<file path="src/include/pot_cmd_consts.vh">
/*
 * constants for the serial command decoder of a dual-channel potentiometer.
 * assumes inclusion by bare name from the design files; definitions only.
 */
`ifndef POT_CMD_CONSTS_VH
`define POT_CMD_CONSTS_VH

// frame layout
`define FRAME_BITS 16
`define CMD_MSB 15
`define CMD_LSB 12
`define ADDR_MSB 11
`define ADDR_LSB 8
`define DATA_MSB 7
`define DATA_LSB 0
// six bits so a 32-bit chained frame is not taken for a bare select pulse
`define CNT_W 6
`define CNT_NIBBLE_MASK 6'h03

// command codes
`define CMD_NOP 4'h0
`define CMD_NV_TO_WIPER 4'h1
`define CMD_WIPER_TO_NV 4'h2
`define CMD_DATA_TO_NV 4'h3
`define CMD_SHR_ONE 4'h4
`define CMD_SHR_ALL 4'h5
`define CMD_DEC_ONE 4'h6
`define CMD_DEC_ALL 4'h7
`define CMD_RELOAD_ALL 4'h8
`define CMD_READ_NV 4'h9
`define CMD_READ_WIPER 4'hA
`define CMD_DATA_TO_WIPER 4'hB
`define CMD_SHL_ONE 4'hC
`define CMD_SHL_ALL 4'hD
`define CMD_INC_ONE 4'hE
`define CMD_INC_ALL 4'hF

// store addresses and reset values
`define NV_ADDR_WIPER0 4'h0
`define NV_ADDR_WIPER1 4'h1
`define NV_DEPTH 16
`define NV_FACTORY 8'h80
`define WIPER_ZERO 8'h00
`define WIPER_FULL 8'hFF
`define WIPER_MID 8'h80
`define WIPER_ONE 8'h01

// power states
`define PWR_IDLE 2'h0
`define PWR_ACTIVE 2'h1
`define PWR_READ 2'h2

// boot sequencer states
`define BOOT_LOAD0 2'h0
`define BOOT_LOAD1 2'h1
`define BOOT_DONE 2'h2

`endif

</file>
<file path="src/hdl/pot_nv_store.v">
/*
 * the sixteen-byte nonvolatile store modelled as a register memory with one
 * write port and one registered read port.
 * assumes programming time is handled outside; writes land in one cycle.
 */
`timescale 1ns/1ps
`include "pot_cmd_consts.vh"

module pot_nv_store #(
    parameter DEPTH = `NV_DEPTH,
    parameter AW = 4,
    parameter DW = 8
) (
    input wire i_mclk, // system clock
    input wire i_rst_n, // async reset, active low
    input wire i_wr, // write strobe
    input wire [AW-1:0] i_waddr, // write address
    input wire [DW-1:0] i_wdata, // write data
    input wire [AW-1:0] i_raddr, // read address
    output reg [DW-1:0] o_rdata // registered read data
);

    reg [DW-1:0] mem_q [0:DEPTH-1];
    integer k;

    ////////////////////////////////////////////////////////////////////////
    // reset stands in for the factory preset; real parts keep contents
    always @(posedge i_mclk or negedge i_rst_n) begin
        if (!i_rst_n) begin
            for (k = 0; k < DEPTH; k = k + 1) begin
                mem_q[k] <= `NV_FACTORY;
            end
            o_rdata <= {DW{1'b0}};
        end else begin
            if (i_wr) begin
                mem_q[i_waddr] <= i_wdata;
            end
            o_rdata <= mem_q[i_raddr];
        end
    end

endmodule // pot_nv_store

</file>
<file path="src/hdl/pot_serial_command_decoder.v">
/*
 * serial command decoder of a dual-channel digital potentiometer: holds the
 * two wiper registers, executes the sixteen commands on chip select rise and
 * drives the open-drain serial output.
 * assumes the link pins arrive asynchronous to i_mclk and the serial clock
 * runs well below a quarter of i_mclk.
 */
// Notes on behaviour
// - frame is command, address, data, 16 bits
// - serial out passes previous frame bits through
// - readback byte lands in low shift byte
// - step and shift commands ignore data byte
// - commands execute only on select rising
// - wipers load from store at power on
// - code 0 changes nothing, returns to idle
// - code 1 store to wiper, read power state
// - code 2 saves wiper into store
// - code 3 writes data byte to store
// - codes 4/5 right shift, floor zero
// - codes 6/7 decrement, floor zero
// - code 8 with address 0 reloads every wiper from store
// - code 9 store byte to shift register
// - code 10 wiper byte to shift register
// - code 11 data byte into wiper
// - codes 12/13 left shift, ceiling all ones
// - codes 14/15 increment, ceiling all ones
// - frames shift most significant bit first
// - select pulse without clock repeats last command
// - left shift: zero to one, midscale up to full
// - serial output released while select high
`timescale 1ns/1ps
`include "pot_cmd_consts.vh"

module pot_serial_command_decoder #(
    parameter DW = 8
) (
    input wire i_mclk, // system clock, 20 MHz
    input wire i_rst_n, // async reset, active low
    input wire i_sclk, // serial clock pin
    input wire i_cs_n, // chip select pin, active low
    input wire i_sdi, // serial data in pin
    output wire o_sdo, // serial data out, open-drain level
    output wire o_sdo_oe, // high while pulling the pin low
    output reg [DW-1:0] o_wiper0, // wiper register, channel 0
    output reg [DW-1:0] o_wiper1, // wiper register, channel 1
    output reg [1:0] o_power_state, // idle, active or read state
    output reg o_ready // boot load finished
);

    ////////////////////////////////////////////////////////////////////////
    // wiper arithmetic helpers

    // one 6 dB step down; zero stays zero
    function [DW-1:0] shr_sat;
        input [DW-1:0] v;
        begin
            shr_sat = v >> 1;
        end
    endfunction

    // one 6 dB step up with the log-friendly corrections
    function [DW-1:0] shl_sat;
        input [DW-1:0] v;
        begin
            if (v == `WIPER_ZERO) begin
                shl_sat = `WIPER_ONE;
            end else if (v >= `WIPER_MID) begin
                shl_sat = `WIPER_FULL;
            end else begin
                shl_sat = {v[DW-2:0], 1'b0};
            end
        end
    endfunction

    function [DW-1:0] dec_sat;
        input [DW-1:0] v;
        begin
            dec_sat = (v == `WIPER_ZERO) ? v : v - 1'b1;
        end
    endfunction

    function [DW-1:0] inc_sat;
        input [DW-1:0] v;
        begin
            inc_sat = (v == `WIPER_FULL) ? v : v + 1'b1;
        end
    endfunction

    ////////////////////////////////////////////////////////////////////////
    // signals
    wire [`FRAME_BITS-1:0] word;
    wire [`CNT_W-1:0] bit_count;
    wire frame_end;
    wire sdo_bit;
    wire [DW-1:0] nv_rdata;
    reg nv_wr;
    reg [3:0] nv_waddr;
    reg [DW-1:0] nv_wdata;
    reg [3:0] nv_raddr;
    reg load_q;
    reg [`FRAME_BITS-1:0] load_word_q;
    reg [1:0] boot_q;
    reg [1:0] exec_q; // 0 idle, 1 wait read data, 2 apply
    reg [`FRAME_BITS-1:0] cmd_q; // latched command word
    reg [`FRAME_BITS-1:0] last_cmd_q; // last executed word
    reg have_last_q;
    reg reload_q; // slot 1 step of a reload pending

    wire [3:0] cmd = cmd_q[`CMD_MSB:`CMD_LSB];
    wire [3:0] addr = cmd_q[`ADDR_MSB:`ADDR_LSB];
    wire [DW-1:0] data = cmd_q[`DATA_MSB:`DATA_LSB];
    wire chan = cmd_q[`ADDR_LSB];

    localparam EX_IDLE = 2'h0;
    localparam EX_WAIT = 2'h1;
    localparam EX_APPLY = 2'h2;

    ////////////////////////////////////////////////////////////////////////
    // leaf instances
    pot_serial_shifter #(
        .W(`FRAME_BITS)
    ) u_shift (
        .i_mclk(i_mclk),
        .i_rst_n(i_rst_n),
        .i_sclk(i_sclk),
        .i_cs_n(i_cs_n),
        .i_sdi(i_sdi),
        .i_load(load_q),
        .i_load_word(load_word_q),
        .o_word(word),
        .o_count(bit_count),
        .o_frame_end(frame_end),
        .o_sdo(sdo_bit)
    );

    pot_nv_store #(
        .DEPTH(`NV_DEPTH),
        .AW(4),
        .DW(DW)
    ) u_store (
        .i_mclk(i_mclk),
        .i_rst_n(i_rst_n),
        .i_wr(nv_wr),
        .i_waddr(nv_waddr),
        .i_wdata(nv_wdata),
        .i_raddr(nv_raddr),
        .o_rdata(nv_rdata)
    );

    ////////////////////////////////////////////////////////////////////////
    // open drain: pull low only for a zero bit while selected
    assign o_sdo = 1'b0;
    assign o_sdo_oe = ~sdo_bit; // shifter parks sdo high when deselected

    ////////////////////////////////////////////////////////////////////////
    // store read address: boot reads wiper slots, commands read their target
    always @* begin
        nv_raddr = `NV_ADDR_WIPER0;
        if (boot_q == `BOOT_LOAD1) begin
            nv_raddr = `NV_ADDR_WIPER1;
        end else if (boot_q == `BOOT_DONE) begin
            if (cmd == `CMD_READ_NV) begin
                nv_raddr = addr;
            end else begin
                nv_raddr = {3'h0, chan};
            end
        end
    end

    ////////////////////////////////////////////////////////////////////////
    // frame acceptance, boot load and command execution
    // a frame that is not a whole number of nibbles is dropped, which
    // guards against a noisy clock leaving a half-shifted word behind
    always @(posedge i_mclk or negedge i_rst_n) begin
        if (!i_rst_n) begin
            o_wiper0 <= `WIPER_ZERO;
            o_wiper1 <= `WIPER_ZERO;
            o_power_state <= `PWR_IDLE;
            o_ready <= 1'b0;
            boot_q <= `BOOT_LOAD0;
            exec_q <= EX_IDLE;
            cmd_q <= {`FRAME_BITS{1'b0}};
            last_cmd_q <= {`FRAME_BITS{1'b0}};
            have_last_q <= 1'b0;
            reload_q <= 1'b0;
            nv_wr <= 1'b0;
            nv_waddr <= 4'h0;
            nv_wdata <= {DW{1'b0}};
            load_q <= 1'b0;
            load_word_q <= {`FRAME_BITS{1'b0}};
        end else begin
            nv_wr <= 1'b0;
            load_q <= 1'b0;
            case (boot_q)
            `BOOT_LOAD0: begin
                boot_q <= `BOOT_LOAD1; // read data for slot 0 next cycle
            end
            `BOOT_LOAD1: begin
                o_wiper0 <= nv_rdata;
                boot_q <= `BOOT_DONE;
            end
            `BOOT_DONE: begin
                o_ready <= 1'b1;
                if (!o_ready) begin
                    o_wiper1 <= nv_rdata;
                end
            end
            default: begin
                boot_q <= `BOOT_LOAD0;
            end
            endcase

            case (exec_q)
            EX_IDLE: begin
                if (frame_end && o_ready) begin
                    if (bit_count == {`CNT_W{1'b0}}) begin
                        if (have_last_q) begin
                            cmd_q <= last_cmd_q;
                            exec_q <= EX_WAIT;
                        end
                    end else if ((bit_count & `CNT_NIBBLE_MASK) == {`CNT_W{1'b0}}) begin
                        cmd_q <= word; // last 16 bits in are ours
                        exec_q <= EX_WAIT;
                    end
                end
            end
            EX_WAIT: begin
                exec_q <= EX_APPLY; // registered store read settles
            end
            EX_APPLY: begin
                exec_q <= EX_IDLE;
                // a reload's slot 1 step must not become the repeated command
                last_cmd_q <= reload_q ? last_cmd_q : cmd_q;
                reload_q <= 1'b0;
                have_last_q <= 1'b1;
                o_power_state <= `PWR_ACTIVE;
                case (cmd)
                `CMD_NOP: begin
                    o_power_state <= `PWR_IDLE;
                end
                `CMD_NV_TO_WIPER: begin
                    if (chan) o_wiper1 <= nv_rdata; else o_wiper0 <= nv_rdata;
                    o_power_state <= reload_q ? `PWR_ACTIVE : `PWR_READ;
                end
                `CMD_WIPER_TO_NV: begin
                    nv_wr <= 1'b1;
                    nv_waddr <= {3'h0, chan};
                    nv_wdata <= chan ? o_wiper1 : o_wiper0;
                end
                `CMD_DATA_TO_NV: begin
                    nv_wr <= 1'b1;
                    nv_waddr <= addr;
                    nv_wdata <= data;
                end
                `CMD_SHR_ONE: begin
                    if (chan) o_wiper1 <= shr_sat(o_wiper1); else o_wiper0 <= shr_sat(o_wiper0);
                end
                `CMD_SHR_ALL: begin
                    o_wiper0 <= shr_sat(o_wiper0);
                    o_wiper1 <= shr_sat(o_wiper1);
                end
                `CMD_DEC_ONE: begin
                    if (chan) o_wiper1 <= dec_sat(o_wiper1); else o_wiper0 <= dec_sat(o_wiper0);
                end
                `CMD_DEC_ALL: begin
                    o_wiper0 <= dec_sat(o_wiper0);
                    o_wiper1 <= dec_sat(o_wiper1);
                end
                `CMD_RELOAD_ALL: begin
                    if (addr == `NV_ADDR_WIPER0) begin
                        o_wiper0 <= nv_rdata; // slot 0 read here
                        exec_q <= EX_WAIT;
                        cmd_q[`CMD_MSB:`CMD_LSB] <= `CMD_NV_TO_WIPER;
                        cmd_q[`ADDR_MSB:`ADDR_LSB] <= `NV_ADDR_WIPER1; // then slot 1
                        reload_q <= 1'b1;
                    end
                end
                `CMD_READ_NV: begin
                    load_q <= 1'b1;
                    load_word_q <= {cmd_q[`CMD_MSB:`ADDR_LSB], nv_rdata};
                end
                `CMD_READ_WIPER: begin
                    load_q <= 1'b1;
                    load_word_q <= {cmd_q[`CMD_MSB:`ADDR_LSB], chan ? o_wiper1 : o_wiper0};
                end
                `CMD_DATA_TO_WIPER: begin
                    if (chan) o_wiper1 <= data; else o_wiper0 <= data;
                end
                `CMD_SHL_ONE: begin
                    if (chan) o_wiper1 <= shl_sat(o_wiper1); else o_wiper0 <= shl_sat(o_wiper0);
                end
                `CMD_SHL_ALL: begin
                    o_wiper0 <= shl_sat(o_wiper0);
                    o_wiper1 <= shl_sat(o_wiper1);
                end
                `CMD_INC_ONE: begin
                    if (chan) o_wiper1 <= inc_sat(o_wiper1); else o_wiper0 <= inc_sat(o_wiper0);
                end
                `CMD_INC_ALL: begin
                    o_wiper0 <= inc_sat(o_wiper0);
                    o_wiper1 <= inc_sat(o_wiper1);
                end
                default: begin
                    o_power_state <= o_power_state;
                end
                endcase
            end
            default: begin
                exec_q <= EX_IDLE;
            end
            endcase
        end
    end

endmodule // pot_serial_command_decoder

</file>
<file path="src/hdl/pot_serial_shifter.v">
/*
 * serial front end: synchronises the link pins, finds clock edges and
 * shifts a 16-bit word msb first; reports each frame end.
 * assumes spi mode 0 or 3 timing: sample on rising, shift out on falling.
 */
`timescale 1ns/1ps
`include "pot_cmd_consts.vh"

module pot_serial_shifter #(
    parameter W = `FRAME_BITS
) (
    input wire i_mclk, // system clock
    input wire i_rst_n, // async reset, active low
    input wire i_sclk, // serial clock pin
    input wire i_cs_n, // chip select pin, active low
    input wire i_sdi, // serial data pin
    input wire i_load, // load word from decoder
    input wire [W-1:0] i_load_word, // word to load
    output reg [W-1:0] o_word, // shift register contents
    output reg [`CNT_W-1:0] o_count, // bits shifted this frame
    output reg o_frame_end, // pulse on chip select rise
    output reg o_sdo // serial output bit
);

    reg [2:0] sclk_s_q;
    reg [2:0] cs_s_q;
    reg [1:0] sdi_s_q;
    wire sclk_rise;
    wire sclk_fall;
    wire cs_rise;
    wire cs_low;

    ////////////////////////////////////////////////////////////////////////
    // two-stage synchronisers; third stage only for edge detection
    always @(posedge i_mclk or negedge i_rst_n) begin
        if (!i_rst_n) begin
            sclk_s_q <= 3'h0;
            cs_s_q <= 3'h7;
            sdi_s_q <= 2'h0;
        end else begin
            sclk_s_q <= {sclk_s_q[1:0], i_sclk};
            cs_s_q <= {cs_s_q[1:0], i_cs_n};
            sdi_s_q <= {sdi_s_q[0], i_sdi};
        end
    end

    assign sclk_rise = sclk_s_q[1] & ~sclk_s_q[2];
    assign sclk_fall = ~sclk_s_q[1] & sclk_s_q[2];
    assign cs_rise = cs_s_q[1] & ~cs_s_q[2];
    assign cs_low = ~cs_s_q[1];

    ////////////////////////////////////////////////////////////////////////
    // shift msb first; word stays after frame for daisy chain out
    always @(posedge i_mclk or negedge i_rst_n) begin
        if (!i_rst_n) begin
            o_word <= {W{1'b0}};
            o_count <= {`CNT_W{1'b0}};
            o_frame_end <= 1'b0;
            o_sdo <= 1'b1;
        end else begin
            o_frame_end <= cs_rise;
            if (i_load) begin
                o_word <= i_load_word;
            end else if (cs_low && sclk_rise) begin
                o_word <= {o_word[W-2:0], sdi_s_q[1]};
                o_count <= o_count + 1'b1;
            end
            if (o_frame_end) begin
                o_count <= {`CNT_W{1'b0}};
            end
            // msb presented while select low, updated on falling edge
            if (!cs_low) begin
                o_sdo <= 1'b1;
            end else if (sclk_fall || (cs_s_q[2] && !cs_s_q[1])) begin
                o_sdo <= o_word[W-1];
            end
        end
    end

endmodule // pot_serial_shifter

</file>
<file path="config.mk">
export PLATFORM = sky130hd
export DESIGN_NAME = pot_serial_command_decoder
export DESIGN_NICKNAME = d
export VERILOG_FILES = /design/src/hdl/pot_nv_store.v /design/src/hdl/pot_serial_command_decoder.v /design/src/hdl/pot_serial_shifter.v
export VERILOG_INCLUDE_DIRS = /design/src /design/src/include
export SDC_FILE = /design/constraint.sdc
export NUM_CORES = 1
export LEC_CHECK = 0
export ABC_AREA = 0
export BUFFER_PORTS_ARGS = -buffer_cell sky130_fd_sc_hd__buf_2
export CORE_MARGIN = 2
export CORE_UTILIZATION = 55
export CTS_CLUSTER_SIZE = 10
export DETAILED_ROUTE_END_ITERATION = 12
export PLACE_DENSITY = 0.73
export SETUP_SLACK_MARGIN = 0.2
export SLEW_MARGIN = 25
export SYNTH_ARGS = -nofsm -noshare
export SYNTH_HDL_FRONTEND = slang
export SYNTH_SLANG_ARGS = --single-unit
</file>
<file path="constraint.sdc">
create_clock -name i_mclk -period 5.3 [get_ports i_mclk]
set_input_delay 0 -clock i_mclk [delete_from_list [all_inputs] [get_ports i_mclk]]
set_output_delay 0 -clock i_mclk [all_outputs]
set_load 0.01 [all_outputs]
</file>
==> qor.txt, run 1 <==
Via count = 11007
DRC = 0
Worst hold path class = input pin to flop
Starting Density = 55.53%
First-pass DRT Iterations = 8
Final Cell Area = 15120 µm²
P_leak = 6.860 nW
PwrDens = 405.5 nW/µm²
Avg Inst Size Synth = 10.36 µm²
Post-CTS Setup Bufs = 0
Syn Inst Count = 1338
NetSw = 2.212 mW
Critical path type = flop to flop
Leading cell types in the layout, fill and taps excluded = dfrtp_1 (234), mux2_2 (156), nand2_1 (109), nor2_1 (107), o21ai_0 (72)
Clock Tree Root = clkbuf_16
Final HPWL DP = 24.90 mm
Worst slew pin tran = 1.037 ns
Vias/cell = 6.623
Synth Area in XOR/XNOR = 0.6318%
Max Slew Vio Count = 0
Peak per-stage delay on the critical path = 0.65 ns
GRT Total Usage = 29.27%
Post-DRT Antenna Nets = 0
Area grow syn2layout = 9.107%
RSZ-0062 raised after global routing = false
Most common cell after layout, fill and taps aside = dfrtp_1
Crit start category = flop
TritonCTS clock tree = done
# fillers = 2035
Die height = 162.8 µm
Largest family of logic cells by synthesized area = multiplexers
Final Wtd Congestion = 0.9466
P_int = 3.920 mW
Fin crit period = 3.164 ns
Hold Vio Cnt, Final = 0
Antenna violations before repair = 0
Outcome = finished clean
# setup viols final = 0
Placed inst area = 14150 µm²
Clock Latency Late Sink = 0.55 ns
Setup TNS = 0 ns
# hold bufs at CTS = 4
Full die area = 26490 µm²
CP required = 5.73 ns
Cell Chain, Critical Path = buf_4 > nand2b_1 > nor3_2 > nand2_1 > buf_4 > mux2i_1 > o221ai_1 > a221o_1
Remaining global-route overflow = 0
Seq/Total Area, Yosys = 46.21%
Fmax = 316.1 MHz
Yosys reg bits = 255
H-tree Lvls = 1
Combinational power share = 26.7%
Net count after synthesis = 1349
Ys async rst share = 100.0%
EDFF count, synth = 0
Final Non-Filler Cells = 1662
Vias in the first global route = 10749
Io pins = 26
CP arrival = 3.60 ns
Main synth FF type = dfrtp_1
Mapped cell area = 13860 µm²
Worst vdd ir = 0.2839 mV
Row Count = 58
Clock network fraction of design power = 31.9%
Placed Instances = 1603
Switching Share = 36.07%
Die width = 162.8 µm
CTS max path bufs = 3
Register share of total power = 41.3%
Sink Count = 255
Port buffer count = 24
Initial DRC Count = 1314
Maxcap violations = 0
Post-cts resize count = 0
Cts bufs inserted = 30
Multiplexer share of the synthesized area = 20.11%
Period utilization = 59.70%
Synth Area in Simple Gates = 13.65%
Largest net degree at the start of global routing = 142
N_diodes = 0
Post-synthesis cell type count = 83
Share of cells above drive strength 1 = 22.30%
Slew margin rel. = 30.37%
CP Max Fanout = 22
Final wirelength = 38.34 mm
Cell with the biggest individual delay on the critical path = dfrtp_1
Post-synthesis compound-gate area fraction = 14.67%
Worst-path clk slew = 0.06 ns
Critical Path Most Common Cell = buf_4
Fin nets = 1320
Critical path endpoint category = flop
Clock Skews = 0.009095 ns
Adder-Cell Fraction of Synth Area = 0.5416%
Core box area = 24960 µm²
First-pass GRT wire length = 60.82 mm
WL/cell = 23.07 µm
YS warnings = 0
==> layer usage <==
layer	part of all wire, %	GRT usage [%]	wire, µm
met2	45	45.24	17340
met3	7.9	5.399	3021
met1	43	41.20	16430
met5	0	0	0
met4	4.0	11.42	1545
==> power by group through the flow <==
stage / sequential [mW] / combinational, mW / clock, mW
final: 2.54 / 1.64 / 1.96
after global routing: 2.56 / 1.80 / 2.06
after CTS: 2.52 / 1.61 / 1.98
after detailed placement: 2.55 / 1.60 / 0
after global placement: 2.54 / 1.59 / 0
after floorplan: 2.29 / 1.32 / 0
==> synthesized netlist by cell type, types with 4 or more instances <==
cell         n  area (µm²)
a211o_1      6       52.55
o22ai_1     17       106.4
nor3_1      15       75.07
dfstp_2     20       525.5
a22oi_1      9       67.56
xnor2_1      5       43.79
a222oi_1    16       160.2
nand3_1     25       125.1
buf_1        7       26.28
o221ai_1    12       105.1
nand2b_1    20       125.1
mux4_2      16       360.4
mux2i_1     67       670.6
nor4b_1      5       43.79
nand4_1     12       75.07
buf_2       25       125.1
dfrtp_1    235        5881
or4_1        8       60.06
a32oi_1      4       35.03
ha_1         6       75.07
nor2_1     108       405.4
o21ai_0     72       360.4
or3_1       11       68.82
nand2_1    109       409.1
a31oi_1      7       43.79
mux2_2     156        1757
o31ai_1     10       75.07
nor3b_1      7       52.55
o211ai_1     7       52.55
xor2_1       5       43.79
o2111ai_1    4       35.03
nor2b_1     12       75.07
nand3b_1     5       37.54
and3_1       7       43.79
nor4_1       9       56.30
o22a_1       6       52.55
clkbuf_1    76       285.3
a211oi_1     9       67.56
a221oi_1     4       35.03
a21oi_1     69       345.3
a21o_1       5       37.54
a221o_1      7       70.07
inv_1       33       123.9
o21a_1       5       37.54
==> worst max-delay path, delay by kind of cell (launching register included) <==
| kind | cells | cell delay, ns |
|---|---|---|
| simple gates | 3 | 1.01 |
| buf+inv | 2 | 0.75 |
| flops | 1 | 0.65 |
| mux | 1 | 0.19 |
| compound gates | 2 | 0.43 |
==> sequential cells by signal (all words and copies together), names as in the netlist <==
signal and flops:
u_store.mem_q 128, u_shift.sdi_s_q 2, u_shift.o_sdo 1, load_word_q 16, o_wiper1 8, nv_wr 1, last_cmd_q 16, exec_q 2
have_last_q 1, u_shift.cs_s_q 3, o_ready 1, u_store.o_rdata 8, nv_wdata 8, reload_q 1, boot_q 2, nv_waddr 4
u_shift.sclk_s_q 3, cmd_q 16, o_wiper0 8, u_shift.o_frame_end 1, o_power_state 2, u_shift.o_word 16, u_shift.o_count 6, load_q 1
==> cell families after synthesis <==
logic type	after synthesis
AND/OR/NAND/NOR	381
buffers and inverters	144
flip-flops	255
adder cells (fa/ha/maj)	6
other	1
AO/OA/AOI/OAI	302
XOR/XNOR	10
multiplexers	239
==> cell type report <==
type | count | area (µm²) | area share [%]
clock inverter | 4 | 81.33 | 0.5377
clock buffer | 51 | 839.6 | 5.551
tap | 330 | 412.9 | 2.730
inverter | 34 | 127.6 | 0.8438
multi-input combinational | 939 | 6915 | 45.72
sequential | 255 | 6407 | 42.36
timing repair buffer | 49 | 340.3 | 2.250
==> stage by stage <==
step	setup slack, ns	power, mW	hold WS, ns	utilization [%]
6_report	2.136	6.133	0.09091	60.59
5_1_grt	1.969	6.413	0.08890	60.59
4_1_cts	2.183	6.112	0.07271	60.54
3_5_place_dp	2.195	4.150	0.1062	56.69
3_3_place_gp	2.314	4.126	0.1059	56.66
2_1_floorplan	2.749	3.607	-0.2956	-
==> path summary, 6_finish.rpt <==
kind / slack [ns] / endpoint / cells after the start / start
max reg2reg: 2.14 / u_store.o_rdata[6] / 8 / cmd_q[13]
min reg2reg: 0.35 / u_shift.sclk_s_q[1] / 0 / u_shift.sclk_s_q[0]
min in group asynchronous: 0.10 / u_shift.o_count[1] / 2 / i_rst_n
max in group asynchronous: 3.87 / u_store.mem_q[54] / 3 / i_rst_n
min: 0.09 / u_shift.cs_s_q[0] / 2 / i_cs_n
max: 2.14 / u_store.o_rdata[6] / 8 / cmd_q[13]
Power figures use the tool's default switching activity.
==> run 2: changes to the inputs <==
--- a/config.mk
+++ b/config.mk
@@ -6,13 +6,13 @@
 export SDC_FILE = /design/constraint.sdc
 export NUM_CORES = 1
 export LEC_CHECK = 0
-export ABC_AREA = 0
+export ABC_AREA = 1
 export BUFFER_PORTS_ARGS = -buffer_cell sky130_fd_sc_hd__buf_2
 export CORE_MARGIN = 2
 export CORE_UTILIZATION = 55
 export CTS_CLUSTER_SIZE = 10
 export DETAILED_ROUTE_END_ITERATION = 12
-export PLACE_DENSITY = 0.73
+export PLACE_DENSITY = 0.76
 export SETUP_SLACK_MARGIN = 0.2
 export SLEW_MARGIN = 25
 export SYNTH_ARGS = -nofsm -noshare
==> constraint.sdc (replaced) <==
create_clock -name i_mclk -period 2.6 [get_ports i_mclk]
set_input_delay 0 -clock i_mclk [delete_from_list [all_inputs] [get_ports i_mclk]]
set_output_delay 0 -clock i_mclk [all_outputs]
set_load 0.01 [all_outputs]
==> run 2 against run 1 <==
The run now ends with negative hold slack left. Die area up 2.0%. Global-route usage grew 3.2 points. Fmax up 41%. Clock-buffer cell count rose by 2. Clock power rose by 110%. Non-clock buffer count rose by 24. Via count rose by 24%. Sequential cell count did not move. Critical endpoint is now nv_wdata[7]. Largest cell class unchanged.
==> qor.txt, run 2 <==
Critical path endpoint category = flop
Vias in the first global route = 12862
Yosys reg bits = 255
Die height = 164.3 µm
Post-synthesis cell type count = 42
Biggest register = u_store.mem_q
Final HPWL DP = 29.35 mm
Avg Inst Size Synth = 7.230 µm²
Antenna violations before repair = 1
Hold Vio Cnt, Final = 2
Maxcap violations = 0
Dominant cells by area after synthesis = dfrtp_1 (42%), nand2_1 (15%), o21ai_0 (10%)
Ys async rst share = 100.0%
Dominant cell by count in the synthesized netlist = nand2_1
Starting Density = 56.16%
N_diodes = 0
DRC = 0
Setup TNS = 0 ns
Die width = 164.3 µm
Worst-path clk slew = 0.06 ns
Fin crit period = 2.248 ns
Period utilization = 86.45%
Initial DRC Count = 1484
Core box area = 25180 µm²
Mapped cell area = 14140 µm²
Remaining global-route overflow = 0
Area leader, netlist = dfrtp_1
First-pass DRT Iterations = 6
Syn Inst Count = 1956
Synth top cells by count = nand2_1 (582), o21ai_0 (284), dfrtp_1 (235)
Leading cell types in the layout, fill and taps excluded = nand2_1 (581), o21ai_0 (284), dfrtp_1 (233), inv_1 (196), nor2_1 (163)
Critical path type = flop to flop
Largest net degree at the start of global routing = 87
Share of cells above drive strength 1 = 8.056%
Synth top area share = 41.59%
Sink Count = 255
Final Cell Area = 15630 µm²
Io pins = 26
Worst hold path class = input pin to asynchronous set/reset pin
Clock Skews = 0.01527 ns
CTS max path bufs = 3
P_leak = 7.033 nW
CP arrival = 2.63 ns
Post-Place Setup Slack = 0.1588 ns
Vias/cell = 5.907
Post-DRT Antenna Nets = 0
Violated checks = negative hold slack
Via count = 13680
Fin nets = 1973
Crit start category = flop
Worst vdd ir = 0.7211 mV
Total power draw = 13.57 mW
CP required = 2.98 ns
EDFF count, synth = 0
H-tree Lvls = 1
Slew margin rel. = 51.45%
Fin Hold WS = -0.001347 ns
TritonCTS clock tree = done
Clock Latency Late Sink = 0.55 ns
Final Wtd Congestion = 0.9958
Setup ws final = 0.3523 ns
Max Slew Vio Count = 0
Net count after synthesis = 1967
Fmax = 444.9 MHz
Placed inst area = 14610 µm²
YS warnings = 0
RSZ-0062 raised after global routing = false
First-pass GRT wire length = 69.07 mm
Full die area = 27010 µm²
Cts bufs inserted = 30
Seq/Total Area, Yosys = 45.30%
WL/cell = 18.60 µm
Most common cell after layout, fill and taps aside = nand2_1
Row Count = 58
Port buffer count = 24
GRT Total Usage = 32.50%
Outcome = complete, but fails checks
Max reg flops = 128
# setup viols final = 0
Main synth FF type = dfrtp_1
Area grow syn2layout = 10.53%
CP Max Fanout = 55
Final wirelength = 43.07 mm
Worst slew pin tran = 0.7265 ns
PwrDens = 868.4 nW/µm²
Clock Tree Root = clkbuf_16
==> run 2: cell types whose count changed in the layout (fill, tap and decap cells not counted), sizes merged, moves of 12 or more <==
cell    change
nor2       +63
o211ai     +68
nand2b     -20
mux2      -156
nand2     +480
mux2i      -67
inv       +169
mux4       -16
nand3      +91
a222oi     -16
buf        +24
nor2b      -12
o21ai     +218
==> run 2: per-stage QoR <==
step	instances	util, %
2_1_floorplan	1956	-
5_1_grt	2316	62.07
3_3_place_gp	2253	58.02
3_5_place_dp	2253	58.02
4_1_cts	2313	61.90
6_report	2316	62.07
==> run 2: routing by layer <==
layer / vias to the layer above / routed length (µm) / track usage (%)
met5: - / 0 / 0
li1: 6430 / - / -
met3: 120 / 3452 / 5.278
met2: 645 / 19890 / 51.96
met4: 0 / 1559 / 11.48
met1: 6485 / 18170 / 44.95
==> run 2: worst max-delay path: stages (launching register included) <==
cell and delay [ns]:
dfrtp_1 0.39, inv_1 0.20, buf_4 0.57, nand2_1 0.24, o21ai_0 0.19, nand2_1 0.09, o211ai_1 0.17, o21ai_0 0.21
==> run 2: final timing paths <==
path	cells past startpoint	startpoint	end	slack (ns)
max reg2reg	7	cmd_q[8]	nv_wdata[7]	0.35
min in group i_mclk	2	i_cs_n	u_shift.cs_s_q[0]	0.10
min	2	i_rst_n	u_shift.sclk_s_q[2]	-0.001
max	7	cmd_q[8]	nv_wdata[7]	0.35
min reg2reg	0	u_shift.sclk_s_q[0]	u_shift.sclk_s_q[1]	0.35
max in group asynchronous	3	i_rst_n	u_store.mem_q[7]	1.70
==> run 2: logic make-up after synthesis <==
kind of cell,count (synthesis),share of synthesized area (%)
buffers and inverters,307,8.821
xor gates and xnor gates,5,0.3097
AOI/OAI and AO/OA,465,18.51
other,1,0.02652
and+or+nand+nor,917,26.50
DFF,255,45.30
adders and majority gates,6,0.5309
==> run 2: timing repair <==
| action | 4_1_cts | 5_1_grt |
|---|---|---|
| hold endpoints to repair | 245 | 0 |
| endpoints found under the setup margin | 1 | 17 |
| pin swaps | 0 | 2 |
| resized for setup | 1 | 5 |
| buffers inserted | 0 | 2 |
| cloned | 0 | 1 |
| hold buffers | 4 | 0 |
==> run 2: power by group <==
group | internal, mW | switching, mW
Clock | 2.41 | 1.63
Sequential | 4.39 | 0.617
Combinational | 1.30 | 3.23
Total | 8.10 | 5.48
==> run 2: layout make-up <==
type                       count  area [µm²]
clock inverter                 3       76.32
inverter                     207       777.0
timing repair buffer          73       570.5
tap                          330       412.9
fill                        2291        9552
clock buffer                  53       857.1
sequential                   255        6409
multi-input combinational   1395        6528
==> run 3: changes to the inputs <==
--- a/config.mk
+++ b/config.mk
@@ -9,10 +9,10 @@
 export ABC_AREA = 1
 export BUFFER_PORTS_ARGS = -buffer_cell sky130_fd_sc_hd__buf_2
 export CORE_MARGIN = 2
-export CORE_UTILIZATION = 55
+export CORE_UTILIZATION = 50
 export CTS_CLUSTER_SIZE = 10
 export DETAILED_ROUTE_END_ITERATION = 12
-export PLACE_DENSITY = 0.76
+export PLACE_DENSITY = 0.7
 export SETUP_SLACK_MARGIN = 0.2
 export SLEW_MARGIN = 25
 export SYNTH_ARGS = -nofsm -noshare
==> run 3 against run 2 <==
The flow now finishes without violations. Combinational power about the same. Register-to-register slack got worse by 0.04 ns. Clock skew decreased by 0.0039 ns. Clock power decreased by 6.2%. Sequential power about the same. Clock-buffer cell count decreased by 2. First-iteration DRC count decreased by 12%. Non-clock buffer count increased by 6. Fmax decreased by 1.7%. Critical endpoint is now o_wiper0[0]. Highest routed layer unchanged.
==> qor.txt, run 3 (synthesized netlist as in run 2, its figures left out) <==
Post-DRT Antenna Nets = 0
N_diodes = 0
WL/cell = 18.36 µm
Full die area = 29640 µm²
Max Slew Vio Count = 0
Placed inst area = 14730 µm²
Row Count = 61
Outcome = finished clean
Final Non-Filler Cells = 2369
Met1 GRT Util = 42.15%
Core box area = 27780 µm²
Critical path endpoint category = flop
First-pass DRT Iterations = 6
Period utilization = 87.97%
Cts bufs inserted = 30
Worst vdd ir = 0.6365 mV
Slew margin rel. = 52.51%
Sequential Area = 6406 µm²
Setup ws final = 0.3127 ns
# setup viols final = 0
Io pins = 26
GRT Max-Usage Layer = met2
DRC = 0
Final Cell Area = 15660 µm²
Final wirelength = 43.49 mm
Most common cell after layout, fill and taps aside = nand2_1
Worst-path clk slew = 0.06 ns
Worst slew pin tran = 0.7123 ns
Placed Instances = 2309
Maxcap violations = 0
Crit start category = flop
Final core occ = 56.37%
Die width = 172.2 µm
TritonCTS clock tree = done
Worst hold path class = input pin to asynchronous set/reset pin
PwrDens = 853.2 nW/µm²
CP Max Fanout = 12
Share of cells above drive strength 1 = 8.287%
Cell with the biggest individual delay on the critical path = dfrtp_1
Critical path type = flop to flop
Initial DRC Count = 1300
Final Wtd Congestion = 0.9367
CP required = 3.05 ns
First-pass GRT wire length = 69.84 mm
Clock Skews = 0.01141 ns
Biggest register = u_store.mem_q
Starting Density = 50.90%
P_leak = 7.015 nW
GRT Total Usage = 30.14%
Largest net degree at the start of global routing = 89
Die height = 172.2 µm
Peak per-stage delay on the critical path = 0.56 ns
Cell Chain, Critical Path = inv_1 > ha_1 > nand2_1 > nor2_1 > nand2_2 > nand2_1 > o21ai_0 > nand3_1 > nand2_1 > nand3_1 > nand2_1 > inv_1
Fin crit period = 2.287 ns
Leading cell types in the layout, fill and taps excluded = nand2_1 (581), o21ai_0 (284), dfrtp_1 (235), inv_1 (195), nor2_1 (163)
Fmax = 437.2 MHz
Hold Vio Cnt, Final = 0
# fillers = 2727
Clock Tree Root = clkbuf_16
Setup TNS = 0 ns
Via count = 13403
Fin nets = 1979
Grt met2 use = 46.41%
Max reg flops = 128
CTS max path bufs = 3
Post-Place Setup Slack = 0.2496 ns
Remaining global-route overflow = 0
CP arrival = 2.73 ns
Port buffer count = 24
Multi-input gate area = 6511 µm²
Sink Count = 255
Met3 GRT Util = 5.241%
Final HPWL DP = 30.01 mm
Clock Latency Late Sink = 0.56 ns
Vias in the first global route = 12721
Area grow syn2layout = 10.74%
Critical Path Most Common Cell = nand2_1
RSZ-0062 raised after global routing = true
Post-CTS Setup Bufs = 0
H-tree Lvls = 1
Antenna violations before repair = 0
Vias/cell = 5.658
## run 3: cell count changes in the layout (fill, tap and decap cells not counted), sizes merged
cell and change:
clkinv +2, buf +6, inv -1, clkinvlp +2, bufinv -2, clkbuf -2
## run 3: worst max-delay path: cells and delay by family, from the launching register on
kind,cells,cell delay [ns]
compound gates,1,0.19
fa+ha+maj,1,0.28
buf+inv,2,0.22
flops,1,0.56
simple gates,8,0.94
## run 3: repair_timing
action / CTS / global route
endpoints found under the hold margin: 187 / 0
setup endpoints to repair: 0 / 14
hold buffers: 4 / 0
gates resized for setup: 0 / 2
## run 3: per-layer routing
| metal | up-vias | wire (µm) |
|---|---|---|
| li1 | 6433 | - |
| met1 | 6277 | 19130 |
| met2 | 569 | 19120 |
| met3 | 124 | 3251 |
| met4 | 0 | 1983 |
| met5 | - | 0 |
## run 3: final timing paths
path	startpoint	end	slack (ns)	cells after the start
setup / recovery	o_wiper0[1]	o_wiper0[0]	0.31	12
hold / removal	i_rst_n	u_shift.sclk_s_q[2]	0.04	2
setup reg to reg	o_wiper0[1]	o_wiper0[0]	0.31	12
hold reg to reg	u_shift.sclk_s_q[0]	u_shift.sclk_s_q[1]	0.35	0
max in group asynchronous	i_rst_n	u_store.mem_q[63]	1.77	3
min in group i_mclk	i_sdi	u_shift.sdi_s_q[0]	0.09	2
## run 3: where the power goes
part           internal, mW  switching [mW]
clock network          2.18            1.61
registers              4.39           0.633
logic                  1.30            3.26
total                  7.86            5.50
## run 3: metrics by stage
step,hold slack (ns),power [mW]
after floorplan,-0.2956,7.930
after global placement,0.05044,9.455
after detailed placement,0.05074,9.470
after CTS,0.07432,13.27
after global routing,0.08823,14.15
final,0.03534,13.36
## run 3: layout make-up
type / count / share of cell area, %
clock buffers: 51 / 5.361
clock inverters: 4 / 0.2157
inverters: 207 / 4.986
multi-input cells: 1395 / 41.58
flip-flops and latches: 255 / 40.91
well taps: 378 / 3.020
repair buffers: 79 / 3.931
